File: src/common/scpi_map.svh
// Character codes, tree sizes and buffer depths of the header path parser
// Behaviour
// - Path returns to root at reset, device clear, terminator and root specifier.
// - Headers inside a unit are joined by colons; each moves the path deeper.
// - After a leaf and semicolon, the next header is looked up among siblings.
// - Omitted optional headers are assumed and the full command is executed.
// - Path rests at the parent of the last header actually given.
// - Subsystems under the optional source header are reachable straight from root.
// - A colon opening a unit resets the path to the root.
// - Root-level headers need no leading colon while the path is at the root.
// - Asterisk common commands leave the active path untouched.
// - No search beyond the current path level is made, except into the source subsystems from root.
// - A new message while response data is unread raises query interrupted.
// - Units of a compound message are split at each semicolon before the first error; the rest is skipped.
// - Header letters are matched without regard to case.
// - Each header matches in its long form or its short form.
// - A question mark after the last header marks the unit as a query.
// - A unit is a header, optionally a space, then a parameter.
// - A message is one or more units closed by a terminator.
// - Terminator is a newline, an end-of-message flag, or both.
// - Only ASCII characters are accepted; others are errors.
`ifndef SCPI_MAP_SVH
`define SCPI_MAP_SVH
`define CH_NL       8'h0a
`define CH_SPACE    8'h20
`define CH_STAR     8'h2a
`define CH_COLON    8'h3a
`define CH_SEMI     8'h3b
`define CH_QUERY    8'h3f
`define CH_LOW_A    8'h61
`define CH_LOW_Z    8'h7a
`define CASE_BIT    8'h20
`define KEY_CHARS   12
`define NODE_W      5
`define NODE_COUNT  20
`define ROOT_NODE   5'h00
`define SRC_NODE    5'h01
`define FIFO_DEPTH  32
`endif

File: src/common/scpi_pkg.sv
// Shared types of the header path parser
`include "scpi_map.svh"
package scpi_pkg;
   typedef enum logic [1:0] {ST_START, ST_HEADER, ST_PARAM, ST_SKIP} parse_state_t;
   typedef struct packed {
      logic [`NODE_W-1:0]      parent;
      logic [8*`KEY_CHARS-1:0] key;
      logic [3:0]              long_len;
      logic [3:0]              short_len;
      logic                    exec;
      logic [`NODE_W-1:0]      dflt;
   } node_t;
endpackage : scpi_pkg

File: src/byte_fifo.sv
// Character FIFO with valid and ready on both sides
`timescale 1ns/10ps
module byte_fifo #(
   parameter int WIDTH = 9,
   parameter int DEPTH = 32
) (
   input  wire logic             sys_clk,
   input  wire logic             rst,
   input  wire logic             flush,
   input  wire logic [WIDTH-1:0] wr_data,
   input  wire logic             wr_valid,
   output logic                  wr_ready,
   output logic [WIDTH-1:0]      rd_data,
   output logic                  rd_valid,
   input  wire logic             rd_ready
);
   localparam int AW = $clog2(DEPTH);
   logic [WIDTH-1:0] mem [DEPTH];
   logic [AW-1:0]    wr_ptr_reg;
   logic [AW-1:0]    rd_ptr_reg;
   logic [AW:0]      count_reg;
   logic [AW:0]      count_next;
   logic             ready_reg;
   logic             push;
   logic             pop;

   assign push     = wr_valid & ready_reg;
   assign pop      = rd_valid & rd_ready;
   assign rd_valid = (count_reg != '0);
   assign rd_data  = mem[rd_ptr_reg];
   assign wr_ready = ready_reg;

   always_comb begin
      count_next = count_reg;
      if (push && !pop) begin
         count_next = count_reg + 1'b1;
      end else if (pop && !push) begin
         count_next = count_reg - 1'b1;
      end
   end

   always_ff @(posedge sys_clk) begin
      if (push) begin
         mem[wr_ptr_reg] <= wr_data;
      end
   end

   always_ff @(posedge sys_clk) begin
      if (rst || flush) begin
         wr_ptr_reg <= '0;
         rd_ptr_reg <= '0;
         count_reg  <= '0;
         ready_reg  <= 1'b0;
      end else begin
         if (push) begin
            wr_ptr_reg <= wr_ptr_reg + 1'b1;
         end
         if (pop) begin
            rd_ptr_reg <= rd_ptr_reg + 1'b1;
         end
         count_reg <= count_next;
         ready_reg <= (count_next != (AW+1)'(DEPTH));
      end
   end
endmodule : byte_fifo

File: src/scpi_header_path_parser.sv
// Program message parser tracking the active header path of the command tree
`timescale 1ns/10ps
`include "scpi_map.svh"
module scpi_header_path_parser (
   input  wire logic              sys_clk,
   input  wire logic              rst,
   input  wire logic [7:0]        in_data,
   input  wire logic              in_eom,
   input  wire logic              in_valid,
   output logic                   in_ready,
   input  wire logic              dev_clear,
   input  wire logic              resp_pending,
   input  wire logic              out_ready,
   output logic                   unit_valid,
   output logic [`NODE_W-1:0]     unit_node,
   output logic                   unit_query,
   output logic                   unit_common,
   output logic [31:0]            unit_key,
   output logic                   param_valid,
   output logic [7:0]             param_data,
   output logic                   msg_end,
   output logic                   cmd_error,
   output logic                   query_interrupted,
   output logic [`NODE_W-1:0]     path_node
);
   localparam int KEYW = 8*`KEY_CHARS;

   logic [8:0]                 fifo_data;
   logic                       fifo_valid;
   logic                       step;
   logic [7:0]                 ch;
   logic [7:0]                 ch_up;
   logic                       is_term;
   logic                       is_delim;
   scpi_pkg::parse_state_t     state_reg;
   scpi_pkg::parse_state_t     state_next;
   logic [`NODE_W-1:0]         path_reg;
   logic [`NODE_W-1:0]         path_next;
   logic [KEYW-1:0]            key_reg;
   logic [KEYW-1:0]            key_next;
   logic [KEYW-1:0]            key_now;
   logic [3:0]                 len_reg;
   logic [3:0]                 len_next;
   logic [3:0]                 len_now;
   logic [`NODE_W-1:0]         last_reg;
   logic [`NODE_W-1:0]         last_next;
   logic                       query_reg;
   logic                       query_next;
   logic                       common_reg;
   logic                       common_next;
   logic                       pseen_reg;
   logic                       pseen_next;
   logic                       msg_start_reg;
   logic                       msg_start_next;
   logic                       match_ok;
   logic [`NODE_W-1:0]         match_id;
   scpi_pkg::node_t            scan_nd;
   scpi_pkg::node_t            last_nd;
   logic [`NODE_W-1:0]         last_id;
   logic [`NODE_W-1:0]         exec_id;
   logic                       exec_ok;
   logic                       hdr_ok;
   logic                       emit;
   logic                       err;
   logic                       qint;
   logic                       pemit;

   // Command tree: parent, long keyword, long and short lengths, executable, default child
   function automatic scpi_pkg::node_t node_tab(input logic [`NODE_W-1:0] id);
      scpi_pkg::node_t nd;
      nd = '{`ROOT_NODE, '0, 4'h0, 4'h0, 1'b0, `ROOT_NODE};
      unique case (id)
         5'h01: nd = '{`ROOT_NODE, KEYW'("SOURCE"), 4'h6, 4'h4, 1'b0, `ROOT_NODE};
         5'h02: nd = '{5'h01, KEYW'("VOLTAGE"), 4'h7, 4'h4, 1'b0, 5'h03};
         5'h03: nd = '{5'h02, KEYW'("LEVEL"), 4'h5, 4'h3, 1'b1, `ROOT_NODE};
         5'h04: nd = '{5'h02, KEYW'("RANGE"), 4'h5, 4'h4, 1'b1, `ROOT_NODE};
         5'h05: nd = '{5'h01, KEYW'("FREQUENCY"), 4'h9, 4'h4, 1'b1, `ROOT_NODE};
         5'h06: nd = '{5'h01, KEYW'("CURRENT"), 4'h7, 4'h4, 1'b0, 5'h07};
         5'h07: nd = '{5'h06, KEYW'("LEVEL"), 4'h5, 4'h3, 1'b1, `ROOT_NODE};
         5'h08: nd = '{5'h06, KEYW'("PROTECTION"), 4'ha, 4'h4, 1'b0, `ROOT_NODE};
         5'h09: nd = '{5'h08, KEYW'("STATE"), 4'h5, 4'h4, 1'b1, `ROOT_NODE};
         5'h0a: nd = '{5'h08, KEYW'("DELAY"), 4'h5, 4'h3, 1'b1, `ROOT_NODE};
         5'h0b: nd = '{5'h01, KEYW'("FUNCTION"), 4'h8, 4'h4, 1'b1, `ROOT_NODE};
         5'h0c: nd = '{5'h01, KEYW'("PHASE"), 4'h5, 4'h4, 1'b1, `ROOT_NODE};
         5'h0d: nd = '{5'h01, KEYW'("PULSE"), 4'h5, 4'h3, 1'b1, `ROOT_NODE};
         5'h0e: nd = '{5'h01, KEYW'("LIST"), 4'h4, 4'h4, 1'b1, `ROOT_NODE};
         5'h0f: nd = '{`ROOT_NODE, KEYW'("OUTPUT"), 4'h6, 4'h4, 1'b0, 5'h10};
         5'h10: nd = '{5'h0f, KEYW'("STATE"), 4'h5, 4'h4, 1'b1, `ROOT_NODE};
         5'h11: nd = '{`ROOT_NODE, KEYW'("STATUS"), 4'h6, 4'h4, 1'b0, `ROOT_NODE};
         5'h12: nd = '{5'h11, KEYW'("OPERATION"), 4'h9, 4'h4, 1'b1, `ROOT_NODE};
         5'h13: nd = '{5'h12, KEYW'("CONDITION"), 4'h9, 4'h4, 1'b1, `ROOT_NODE};
         default: nd = '{`ROOT_NODE, '0, 4'h0, 4'h0, 1'b0, `ROOT_NODE};
      endcase
      return nd;
   endfunction : node_tab

   // Long form or leading short form of the keyword
   function automatic logic key_hit(input scpi_pkg::node_t nd, input logic [KEYW-1:0] k,
                                    input logic [3:0] len);
      logic [KEYW-1:0] short_key;
      short_key = nd.key >> {nd.long_len - nd.short_len, 3'h0};
      return (len != 4'h0) && ((len == nd.long_len && k == nd.key) ||
                               (len == nd.short_len && k == short_key));
   endfunction : key_hit

   byte_fifo #(
      .WIDTH (9),
      .DEPTH (`FIFO_DEPTH)
   ) u_fifo (
      .sys_clk  (sys_clk),
      .rst      (rst),
      .flush    (dev_clear),
      .wr_data  ({in_eom, in_data}),
      .wr_valid (in_valid),
      .wr_ready (in_ready),
      .rd_data  (fifo_data),
      .rd_valid (fifo_valid),
      .rd_ready (out_ready)
   );

   assign step     = fifo_valid & out_ready;
   assign ch       = fifo_data[7:0];
   assign ch_up    = (ch >= `CH_LOW_A && ch <= `CH_LOW_Z) ? (ch & ~`CASE_BIT) : ch;
   assign is_term  = fifo_data[8] | (ch == `CH_NL);
   assign is_delim = (ch == `CH_COLON) | (ch == `CH_SPACE) | (ch == `CH_QUERY) |
                     (ch == `CH_SEMI) | (ch == `CH_NL);

   // Header as it stands with the current character appended
   always_comb begin
      key_now = key_reg;
      len_now = len_reg;
      if (state_reg == scpi_pkg::ST_HEADER && !is_delim && len_reg != 4'(`KEY_CHARS)) begin
         key_now = {key_reg[KEYW-9:0], ch_up};
         len_now = len_reg + 4'h1;
      end
   end

   // Lookup among children of the path node, and at root also among children of the source node
   always_comb begin
      match_ok = 1'b0;
      match_id = `ROOT_NODE;
      scan_nd  = node_tab(`ROOT_NODE);
      for (int i = `NODE_COUNT-1; i >= 1; i--) begin
         scan_nd = node_tab(`NODE_W'(i));
         if ((scan_nd.parent == path_reg ||
              (path_reg == `ROOT_NODE && scan_nd.parent == `SRC_NODE)) &&
             key_hit(scan_nd, key_now, len_now)) begin
            match_ok = 1'b1;
            match_id = `NODE_W'(i);
         end
      end
   end

   assign last_id = (state_reg == scpi_pkg::ST_HEADER) ? match_id : last_reg;
   assign last_nd = node_tab(last_id);
   assign exec_id = (last_nd.dflt != `ROOT_NODE) ? last_nd.dflt : last_id;
   assign exec_ok = (last_nd.dflt != `ROOT_NODE) || last_nd.exec;
   assign hdr_ok  = (state_reg == scpi_pkg::ST_PARAM) || match_ok;

   always_comb begin
      state_next     = state_reg;
      path_next      = path_reg;
      key_next       = key_reg;
      len_next       = len_reg;
      last_next      = last_reg;
      query_next     = query_reg;
      common_next    = common_reg;
      pseen_next     = pseen_reg;
      msg_start_next = msg_start_reg;
      emit           = 1'b0;
      err            = 1'b0;
      qint           = 1'b0;
      pemit          = 1'b0;
      if (step) begin
         if (msg_start_reg && ch != `CH_NL) begin
            qint           = resp_pending;
            msg_start_next = 1'b0;
         end
         if (ch[7]) begin
            err = (state_reg != scpi_pkg::ST_SKIP);
         end else begin
            unique case (state_reg)
               scpi_pkg::ST_START: begin
                  if (ch == `CH_COLON) begin
                     path_next  = `ROOT_NODE;
                     state_next = scpi_pkg::ST_HEADER;
                  end else if (ch == `CH_STAR) begin
                     common_next = 1'b1;
                     state_next  = scpi_pkg::ST_HEADER;
                  end else if (ch == `CH_QUERY) begin
                     err = 1'b1;
                  end else if (!is_delim) begin
                     key_next   = KEYW'(ch_up);
                     len_next   = 4'h1;
                     state_next = scpi_pkg::ST_HEADER;
                  end
               end
               scpi_pkg::ST_HEADER: begin
                  if (!is_delim) begin
                     err      = (len_reg == 4'(`KEY_CHARS));
                     key_next = key_now;
                     len_next = len_now;
                  end else if (ch == `CH_COLON) begin
                     if (common_reg || !match_ok) begin
                        err = 1'b1;
                     end else begin
                        path_next = match_id;
                        key_next  = '0;
                        len_next  = 4'h0;
                     end
                  end else if (ch == `CH_SPACE || ch == `CH_QUERY) begin
                     if (!common_reg && !match_ok) begin
                        err = 1'b1;
                     end else begin
                        last_next  = match_id;
                        query_next = (ch == `CH_QUERY);
                        state_next = scpi_pkg::ST_PARAM;
                     end
                  end
               end
               scpi_pkg::ST_PARAM: begin
                  if (!(ch == `CH_SEMI || ch == `CH_NL || (ch == `CH_SPACE && !pseen_reg))) begin
                     pemit      = 1'b1;
                     pseen_next = 1'b1;
                  end
               end
               scpi_pkg::ST_SKIP: begin
               end
            endcase
            // Unit ends at a semicolon or the terminator
            if (!err && (ch == `CH_SEMI || is_term) &&
                (state_reg == scpi_pkg::ST_HEADER || state_reg == scpi_pkg::ST_PARAM)) begin
               if (common_reg) begin
                  emit = 1'b1;
               end else if (hdr_ok && exec_ok) begin
                  emit      = 1'b1;
                  path_next = last_nd.parent;
               end else begin
                  err = 1'b1;
               end
               state_next  = scpi_pkg::ST_START;
               key_next    = '0;
               len_next    = 4'h0;
               query_next  = 1'b0;
               common_next = 1'b0;
               pseen_next  = 1'b0;
            end
         end
         if (err) begin
            state_next  = scpi_pkg::ST_SKIP;
            query_next  = 1'b0;
            common_next = 1'b0;
            pseen_next  = 1'b0;
         end
         if (is_term) begin
            state_next     = scpi_pkg::ST_START;
            path_next      = `ROOT_NODE;
            key_next       = '0;
            len_next       = 4'h0;
            query_next     = 1'b0;
            common_next    = 1'b0;
            pseen_next     = 1'b0;
            msg_start_next = 1'b1;
         end
      end
   end

   always_ff @(posedge sys_clk) begin
      if (rst || dev_clear) begin
         state_reg     <= scpi_pkg::ST_START;
         path_reg      <= `ROOT_NODE;
         msg_start_reg <= 1'b1;
      end else begin
         state_reg     <= state_next;
         path_reg      <= path_next;
         msg_start_reg <= msg_start_next;
      end
   end

   always_ff @(posedge sys_clk) begin
      if (rst || dev_clear) begin
         key_reg    <= '0;
         len_reg    <= 4'h0;
         last_reg   <= `ROOT_NODE;
         query_reg  <= 1'b0;
         common_reg <= 1'b0;
         pseen_reg  <= 1'b0;
      end else begin
         key_reg    <= key_next;
         len_reg    <= len_next;
         last_reg   <= last_next;
         query_reg  <= query_next;
         common_reg <= common_next;
         pseen_reg  <= pseen_next;
      end
   end

   always_ff @(posedge sys_clk) begin
      if (rst || dev_clear) begin
         unit_valid        <= 1'b0;
         unit_node         <= `ROOT_NODE;
         unit_query        <= 1'b0;
         unit_common       <= 1'b0;
         unit_key          <= 32'h0000_0000;
         param_valid       <= 1'b0;
         param_data        <= 8'h00;
         msg_end           <= 1'b0;
         cmd_error         <= 1'b0;
         query_interrupted <= 1'b0;
         path_node         <= `ROOT_NODE;
      end else begin
         unit_valid        <= emit;
         if (emit) begin
            unit_node   <= common_reg ? `ROOT_NODE : exec_id;
            unit_query  <= query_reg;
            unit_common <= common_reg;
            unit_key    <= key_now[31:0];
         end
         param_valid       <= pemit;
         if (pemit) begin
            param_data <= ch;
         end
         msg_end           <= step & is_term;
         cmd_error         <= err;
         query_interrupted <= qint;
         path_node         <= path_next;
      end
   end

   property p_term_root;
      @(posedge sys_clk) disable iff (rst)
      (step && is_term) |=> (path_node == `ROOT_NODE && state_reg == scpi_pkg::ST_START);
   endproperty
   a_term_root: assert property (p_term_root) else $error("Path not at root after terminator");

   property p_root_spec;
      @(posedge sys_clk) disable iff (rst || dev_clear)
      (step && !is_term && state_reg == scpi_pkg::ST_START && ch == `CH_COLON)
      |=> (path_node == `ROOT_NODE) ##1
         (state_reg == scpi_pkg::ST_HEADER || msg_end || cmd_error);
   endproperty
   a_root_spec: assert property (p_root_spec) else $error("Root specifier not honoured");

   property p_common_path;
      @(posedge sys_clk) disable iff (rst)
      (unit_valid && unit_common && !msg_end) |-> $stable(path_node);
   endproperty
   a_common_path: assert property (p_common_path) else $error("Common unit moved path");

   property p_unit_path;
      @(posedge sys_clk) disable iff (rst)
      (unit_valid && !unit_common && !msg_end) |->
         (path_node == node_tab(unit_node).parent ||
          path_node == node_tab(node_tab(unit_node).parent).parent);
   endproperty
   a_unit_path: assert property (p_unit_path) else $error("Path not at parent level");

   property p_error_skip;
      @(posedge sys_clk) disable iff (rst || dev_clear)
      (cmd_error && !msg_end) |-> (state_reg == scpi_pkg::ST_SKIP) ##1
         (state_reg == scpi_pkg::ST_SKIP || msg_end);
   endproperty
   a_error_skip: assert property (p_error_skip) else $error("Error did not skip");

   property p_query_int;
      @(posedge sys_clk) disable iff (rst)
      query_interrupted |-> ($past(resp_pending) && $past(step) && !unit_valid);
   endproperty
   a_query_int: assert property (p_query_int) else $error("Spurious query interrupt");

   property p_upper;
      @(posedge sys_clk) disable iff (rst || dev_clear)
      (step && !is_term && state_reg == scpi_pkg::ST_START && ch >= `CH_LOW_A &&
       ch <= `CH_LOW_Z) |=> (key_reg[7:0] == ($past(ch) - 8'h20) && len_reg == 4'h1);
   endproperty
   a_upper: assert property (p_upper) else $error("Header letter not folded");

   property p_query_mark;
      @(posedge sys_clk) disable iff (rst || dev_clear)
      (step && !is_term && state_reg == scpi_pkg::ST_HEADER && ch == `CH_QUERY && !err)
      |=> (query_reg && state_reg == scpi_pkg::ST_PARAM);
   endproperty
   a_query_mark: assert property (p_query_mark) else $error("Query mark not recorded");

   property p_split;
      @(posedge sys_clk) disable iff (rst || dev_clear)
      (step && ch == `CH_SEMI && state_reg == scpi_pkg::ST_PARAM && exec_ok) |=> unit_valid;
   endproperty
   a_split: assert property (p_split) else $error("Unit not emitted at semicolon");

   property p_ascii;
      @(posedge sys_clk) disable iff (rst || dev_clear)
      (step && ch[7] && state_reg != scpi_pkg::ST_SKIP) |=> (cmd_error && !unit_valid);
   endproperty
   a_ascii: assert property (p_ascii) else $error("Non ASCII byte accepted");
endmodule : scpi_header_path_parser

File: config.mk
export PLATFORM = sky130hd
export DESIGN_NAME = scpi_header_path_parser
export DESIGN_NICKNAME = d
export VERILOG_FILES = /design/src/common/scpi_pkg.sv /design/src/byte_fifo.sv /design/src/scpi_header_path_parser.sv
export VERILOG_INCLUDE_DIRS = /design/src /design/src/common
export SDC_FILE = /design/constraint.sdc
export NUM_CORES = 1
export LEC_CHECK = 0
export BUFFER_PORTS_ARGS = -buffer_cell sky130_fd_sc_hd__buf_2
export CORE_ASPECT_RATIO = 1.4
export CORE_MARGIN = 3
export CORE_UTILIZATION = 57
export DETAILED_ROUTE_END_ITERATION = 8
export GPL_TIMING_DRIVEN = 1
export HOLD_SLACK_MARGIN = 0.15
export PLACE_DENSITY = 0.76
export SYNTH_ARGS = -nofsm -noshare
export SYNTH_HDL_FRONTEND = slang
export SYNTH_SLANG_ARGS = --single-unit
File: constraint.sdc
create_clock -name sys_clk -period 6.1 [get_ports sys_clk]
set_input_delay 0.915 -clock sys_clk [delete_from_list [all_inputs] [get_ports sys_clk]]
set_output_delay 0.915 -clock sys_clk [all_outputs]
set_load 0.05 [all_outputs]
==> out/summary.json, run 1 <==
{
  "result_of_the_run": "aborted with a tool error",
  "failed_stage": "global routing",
  "error_line": "[ERROR GRT-0116] Global routing finished with congestion. Check the congestion regions in the DRC Viewer.",
  "synth-simple-area-share_pct": 23.4,
  "dp_hpwl_microns": 91400,
  "synthesis.instances": 2417,
  "synth_top_family_by_area": "simple AND/OR/NAND/NOR gates",
  "dominantRegCellSynth": "edfxtp_1",
  "clock-sinks": 478,
  "yosysSeqAreaShare_pct": 48.0,
  "synth_compound_gate_area_share_pct": 12.9,
  "die_h_microns": 258,
  "cts-root-buf": "clkbuf_16",
  "htreeDepth": 2,
  "synth.ff_latch_count": 478,
  "globalplace.congestion": 1.14,
  "yosysUniqueCellTypes": 106,
  "post_synth_instance_area_sq_um": 26000,
  "synth.net_count": 2453,
  "clock_buffers_created_by_tritoncts": 44,
  "yosys_warnings": 0,
  "synth-adder-area-share_pct": 1.01,
  "async_flop_share_pct": 0,
  "detailed_place.area_sq_um": 28800,
  "pin_count_of_the_biggest_net_entering_global_routing": 64,
  "synth.avg_cell_area_sq_um": 10.7,
  "grt_pass1_vias": 28616,
  "post-place-cells": 3250,
  "globalRouteOverflowTotal": 13,
  "number_of_flops_mapped_to_enable_cells_by_yosys": 288,
  "number_of_cell_rows": 91,
  "clk_path_buf_depth": 3,
  "yosys.area_share.xor_xnor_pct": 0.506,
  "ioPinCount": 73,
  "die_x_microns": 186,
  "floorplan.initialDensity_pct": 58.3,
  "grt_first_pass_wirelength_microns": 206000,
  "port_buffers": 72,
  "grt_util_all_layers_pct": 58.9,
  "synthMuxAreaShare_pct": 10.7
}
repair_timing:
| action | in CTS |
|---|---|
| pin swaps | 7 |
| setup buffers | 5 |
| cloned | 1 |
| setup endpoints to repair | 155 |
| gates resized for setup | 45 |
| hold buffers | 0 |
cells in the mapped netlist (10+ instances only):
cell type / count / area share, %
edfxtp_1: 288 / 33
nor2_1: 227 / 3.3
dfxtp_1: 190 / 15
nand2_1: 181 / 2.6
nand3_1: 126 / 2.4
nor3_1: 106 / 2.0
mux2i_1: 101 / 3.9
a22o_1: 99 / 3.3
clkbuf_1: 79 / 1.1
nand4_1: 77 / 1.9
nor4_1: 73 / 1.8
mux4_2: 67 / 5.8
a21oi_1: 52 / 1.0
and3_1: 48 / 1.2
buf_2: 39 / 0.75
o22ai_1: 36 / 0.87
and2_1: 32 / 0.77
and3b_1: 31 / 1.0
a211oi_2: 29 / 1.4
o21ai_0: 29 / 0.56
inv_1: 28 / 0.40
or4_1: 28 / 0.81
nor2b_1: 27 / 0.65
or3_1: 26 / 0.63
ha_1: 21 / 1.0
nand2b_1: 21 / 0.51
mux2_2: 20 / 0.87
a31oi_1: 18 / 0.43
nand3b_1: 17 / 0.49
or2_2: 17 / 0.41
buf_4: 11 / 0.32
buf_6: 11 / 0.48
o211ai_1: 11 / 0.32
a22oi_1: 10 / 0.29
a32oi_1: 10 / 0.34
and4_1: 10 / 0.34
buf_1: 10 / 0.14
o41ai_1: 10 / 0.34
kinds of logic after synthesis:
kind of cell    Yosys count
compound gates          417
xor+xnor                 15
fa+ha+maj                21
buf+inv                 181
flops                   478
mux                     190
simple gates           1115
metrics by stage:
step / hold WS, ns / setup slack (ns) / util (%) / TNS, ns
floorplan: 0.428 / 0.132 / - / 0
global placement: 0.415 / -0.132 / 64.8 / -9.92
detailed placement: 0.457 / -0.384 / 64.8 / -34.89
CTS: 0.465 / 0.000524 / 68.8 / 0
metal layers:
metal	global-route usage, %	GRT overflow
met5	2.53	0
met4	62.5	7
met1	57.9	0
met3	30.2	0
met2	85.7	6
==> run 2: changes to the inputs <==
--- a/config.mk
+++ b/config.mk
@@ -7,13 +7,11 @@
 export NUM_CORES = 1
 export LEC_CHECK = 0
 export BUFFER_PORTS_ARGS = -buffer_cell sky130_fd_sc_hd__buf_2
-export CORE_ASPECT_RATIO = 1.4
 export CORE_MARGIN = 3
-export CORE_UTILIZATION = 57
+export CORE_UTILIZATION = 40
 export DETAILED_ROUTE_END_ITERATION = 8
 export GPL_TIMING_DRIVEN = 1
-export HOLD_SLACK_MARGIN = 0.15
-export PLACE_DENSITY = 0.76
+export PLACE_DENSITY_LB_ADDON = 0.15
 export SYNTH_ARGS = -nofsm -noshare
 export SYNTH_HDL_FRONTEND = slang
 export SYNTH_SLANG_ARGS = --single-unit
==> constraint.sdc (replaced) <==
create_clock -name sys_clk -period 7.95 [get_ports sys_clk]
set_input_delay 1.1925 -clock sys_clk [delete_from_list [all_inputs] [get_ports sys_clk]]
set_output_delay 1.1925 -clock sys_clk [all_outputs]
set_load 0.05 [all_outputs]
==> run 2 against run 1 <==
Net effect: the flow now finishes without violations; synthesized area unchanged; synthesized cell count unchanged.
==> out/summary.json, run 2 <==
{
  "synthesis.instances": {"value": 2417, "change": "unchanged"},
  "maxSlewHeadroom_pct": 9.25,
  "worst_pin_slew_ns": 1.35,
  "clock_power_share_pct": 43.5,
  "crit_family": "compound AO/OA/AOI/OAI gates",
  "number_of_flops_mapped_to_enable_cells_by_yosys": {"value": 288, "change": "unchanged"},
  "yosysSeqAreaShare": {"value": 48.0, "unit": "%", "change": "unchanged"},
  "vias": 21813,
  "synth_top_family_by_area": "simple AND/OR/NAND/NOR gates",
  "power.sequential.fraction_pct": 49.5,
  "number_of_cell_rows": {"value": 92, "change": "+1.1%"},
  "worst_skew_pair.late_latency_ns": 0.63,
  "clock_buffers_created_by_tritoncts": {"value": 50, "change": "+14%"},
  "final.setup.tns_ns": 0,
  "grt_first_pass_wirelength_microns": 151000,
  "worst_path_most_repeated_cell": "o2111a_1",
  "critPathSlowestCell": "or4_1",
  "synth.top_cells.by_count": "edfxtp_1 (288), nor2_1 (227), dfxtp_1 (190)",
  "worst_ep_required_time_ns": 8.50,
  "fin_hold_ws_ns": 0.441,
  "leakage_nw": 9.43,
  "htreeDepth": {"value": 2, "change": "unchanged"},
  "grt_pass1_vias": 21317,
  "number_of_nets_in_the_final_layout": 2516,
  "most_common_library_cell_in_the_layout_ignoring_fill_and_taps": "edfxtp_1",
  "r2r_setup_slack_ns": 0.45,
  "result_of_the_run": "finished clean",
  "ctsResizeCount": {"value": 0, "change": "-100%"},
  "drt-initial-drc-count": 2320,
  "setup.worst_path.end_class": "flip-flop",
  "first_pass_iters": 8,
  "async_flop_share": {"value": 0, "unit": "%", "change": "unchanged"},
  "internal_power_mw": 4.05,
  "netlist_top_cells_area": "edfxtp_1 (33%), dfxtp_1 (15%), mux4_2 (5.8%)",
  "post-route-cell-area_sq_um": 29000,
  "path_buf_inv": 3,
  "holdPathStages": 2,
  "cp_cell_sequence": "buf_12 > buf_4 > mux4_2 > nor2b_1 > nor3_1 > or4_1 > nor2_4 > nand4_2 > nand3_1 > mux2_2 > o22ai_1 > a222oi_1 > o2111a_1 > a21oi_1 > inv_1 > ha_1 > and2_1 > o32ai_2 > o21ai_0 > o31ai_2 > o2111a_1",
  "fp.coreArea_sq_um": 63700,
  "dieArea_sq_um": 68000,
  "synth-adder-area-share": {"value": 1.01, "unit": "%", "change": "unchanged"},
  "synth-simple-area-share": {"value": 23.4, "unit": "%", "change": "unchanged"},
  "yosys.area_share.xor_xnor": {"value": 0.506, "unit": "%", "change": "unchanged"},
  "comb_power_share_pct": 7.0,
  "grt_util_all_layers_pct": 30.2,
  "power.share.switching_pct": 24.2,
  "cts-root-buf": "clkbuf_16",
  "port_buffers": {"value": 72, "change": "unchanged"},
  "detail_route.vias_per_cell": 6.48,
  "synth_compound_gate_area_share": {"value": 12.9, "unit": "%", "change": "unchanged"},
  "ioPinCount": {"value": 73, "change": "unchanged"},
  "clk_path_buf_depth": {"value": 3, "change": "unchanged"},
  "globalplace.congestion": {"value": 1.01, "change": "-11%"},
  "globalRouteOverflowTotal": 0,
  "synth.most_common_cell": "edfxtp_1",
  "synth.net_count": {"value": 2453, "change": "unchanged"},
  "synthMuxAreaShare": {"value": 10.7, "unit": "%", "change": "unchanged"},
  "route.antenna.remaining_nets": 0,
  "die_x": {"value": 261, "unit": "microns", "change": "+40%"},
  "layout.cells.non_filler": 3367,
  "final_core_util_pct": 45.6,
  "p_switching_mw": 1.29,
  "pre_cts_slack": {"value": 0.573, "unit": "ns", "change": "+0.957 ns"},
  "post-place-cells": {"value": 3274, "change": "+0.74%"},
  "period_minus_slack_ns": 7.50,
  "final_layout_size_suffix_gt1_share_pct": 16.8,
  "area_growth_syn_to_layout_pct": 11.9,
  "p_per_area_nw_per_um2": 184,
  "floorplan.initialDensity": {"value": 40.8, "unit": "%", "change": "-18 points"},
  "worst_ir_drop_vdd_uv": 182,
  "cpPeakStageDelay_ns": 0.79,
  "crit_path_start_kind": "flip-flop",
  "totalPowerFinal_mw": 5.34,
  "min_delay_worst_endpoint": "param_data[7]",
  "period_share_pct": 94.3,
  "flip_flop_count_of_the_largest_register_all_copies_and_words_added": 288,
  "drc": 0,
  "initial_antenna_violation_count": 2,
  "path_class": "flip-flop to flip-flop",
  "clock-sinks": {"value": 478, "change": "unchanged"},
  "drt-total-wl_microns": 104000,
  "achievable-frequency_mhz": 133,
  "dominantRegCellSynth": "edfxtp_1",
  "netlist.top_cell.by_area": "edfxtp_1",
  "post_synth_instance_area": {"value": 26000, "unit": "sq um", "change": "unchanged"},
  "post_drt_wl_per_cell_microns": 30.8,
  "final.setup_skew_ns": 0.0429,
  "die_h": {"value": 261, "unit": "microns", "change": "+0.87%"},
  "final_cell_mix": "edfxtp_1 (288), nor2_1 (226), dfxtp_1 (188)",
  "synth.avg_cell_area": {"value": 10.7, "unit": "sq um", "change": "unchanged"},
  "worst_slack_ns": 0.452,
  "yosys_warnings": {"value": 0, "change": "unchanged"},
  "grt_setup_unrepaired": "no",
  "synth.ff_latch_count": {"value": 478, "change": "unchanged"},
  "cts_hold_buffers": {"value": 0, "change": "unchanged"},
  "hold_sp": "param_data[7]",
  "dp_hpwl": {"value": 79400, "unit": "microns", "change": "-13%"},
  "yosysUniqueCellTypes": {"value": 106, "change": "unchanged"},
  "yosysTopAreaCellShare": {"value": 33.3, "unit": "%", "change": "unchanged"},
  "cts.repair_timing.setup_buffer_count": {"value": 0, "change": "-5"},
  "setup-violations-final": 0,
  "highest_fanout_seen_on_the_critical_path": 20,
  "drv_cap": 0,
  "destination_of_the_worst_register_to_register_timing_path": "query_reg",
  "detailed_place.area": {"value": 27400, "unit": "sq um", "change": "-4.9%"},
  "worst_min_delay_path_category": "flip-flop to flip-flop",
  "final-max-slew-violation-count": 0,
  "hold_viol_final": 0,
  "clk_pin_slew_worst_paths_ns": 0.07,
  "pin_count_of_the_biggest_net_entering_global_routing": 90,
  "cts_tree": "done",
  "rr_worst_depth": 21,
  "arrival_ns": 8.05
}
## run 2: cell counts after synthesis
Identical to the previous run, type by type.
## run 2: how the worst max path moves through the flow
stage | slack (ns) | cells past startpoint | endpoint | from
after detailed placement | 0.57 | 22 | unit_key[18] | flip-flop
after global routing | 0.12 | 21 | query_reg | flip-flop
after global placement | 0.63 | 21 | query_reg | flip-flop
after floorplan | 1.98 | 22 | unit_node[3] | flip-flop
final | 0.45 | 21 | query_reg | flip-flop
after CTS | 0.53 | 22 | unit_key[31] | flip-flop
## run 2: logic make-up after synthesis
family | after synthesis
adder cells (fa/ha/maj) | 21
flip-flops | 478
XOR/XNOR | 15
buffers and inverters | 181
AO/OA/AOI/OAI | 417
multiplexers | 190
AND/OR/NAND/NOR | 1115
## run 2: power groups by stage
stage | logic, mW | registers [mW] | clock network, mW
2_1_floorplan | 0.223 | 2.70 | 0
3_3_place_gp | 0.363 | 2.70 | 0
3_5_place_dp | 0.366 | 2.70 | 0
4_1_cts | 0.367 | 2.64 | 2.37
5_1_grt | 0.398 | 2.64 | 2.47
6_report | 0.374 | 2.64 | 2.33
## run 2: metal layers
layer | vias up | routed length (microns) | track usage (%)
li1 | 9598 | - | -
met1 | 10890 | 41700 | 39.0
met2 | 1053 | 48700 | 49.8
met3 | 268 | 7810 | 5.24
met4 | 4 | 5550 | 13.5
met5 | - | 25 | 0
## run 2: worst register-to-register path, cell delays in order (launching register included)
cell	delay (ns)
dfxtp_4	0.54
buf_12	0.24
buf_4	0.22
mux4_2	0.24
nor2b_1	0.16
nor3_1	0.10
or4_1	0.79
nor2_4	0.34
nand4_2	0.34
nand3_1	0.37
mux2_2	0.55
o22ai_1	0.58
a222oi_1	0.25
o2111a_1	0.19
a21oi_1	0.52
inv_1	0.19
ha_1	0.26
and2_1	0.16
o32ai_2	0.37
o21ai_0	0.20
o31ai_2	0.56
o2111a_1	0.27
## run 2: layout make-up
class / count / area [sq um]
diodes: 1 / 2.50
clock buffers: 63 / 1310
clock inverters: 29 / 283
fillers: 5970 / 34600
inverters: 28 / 105
multi-input cells: 1758 / 12700
flip-flops and latches: 478 / 12500
well taps: 846 / 1060
repair buffers: 164 / 1160
Power figures use the tool's default switching activity.
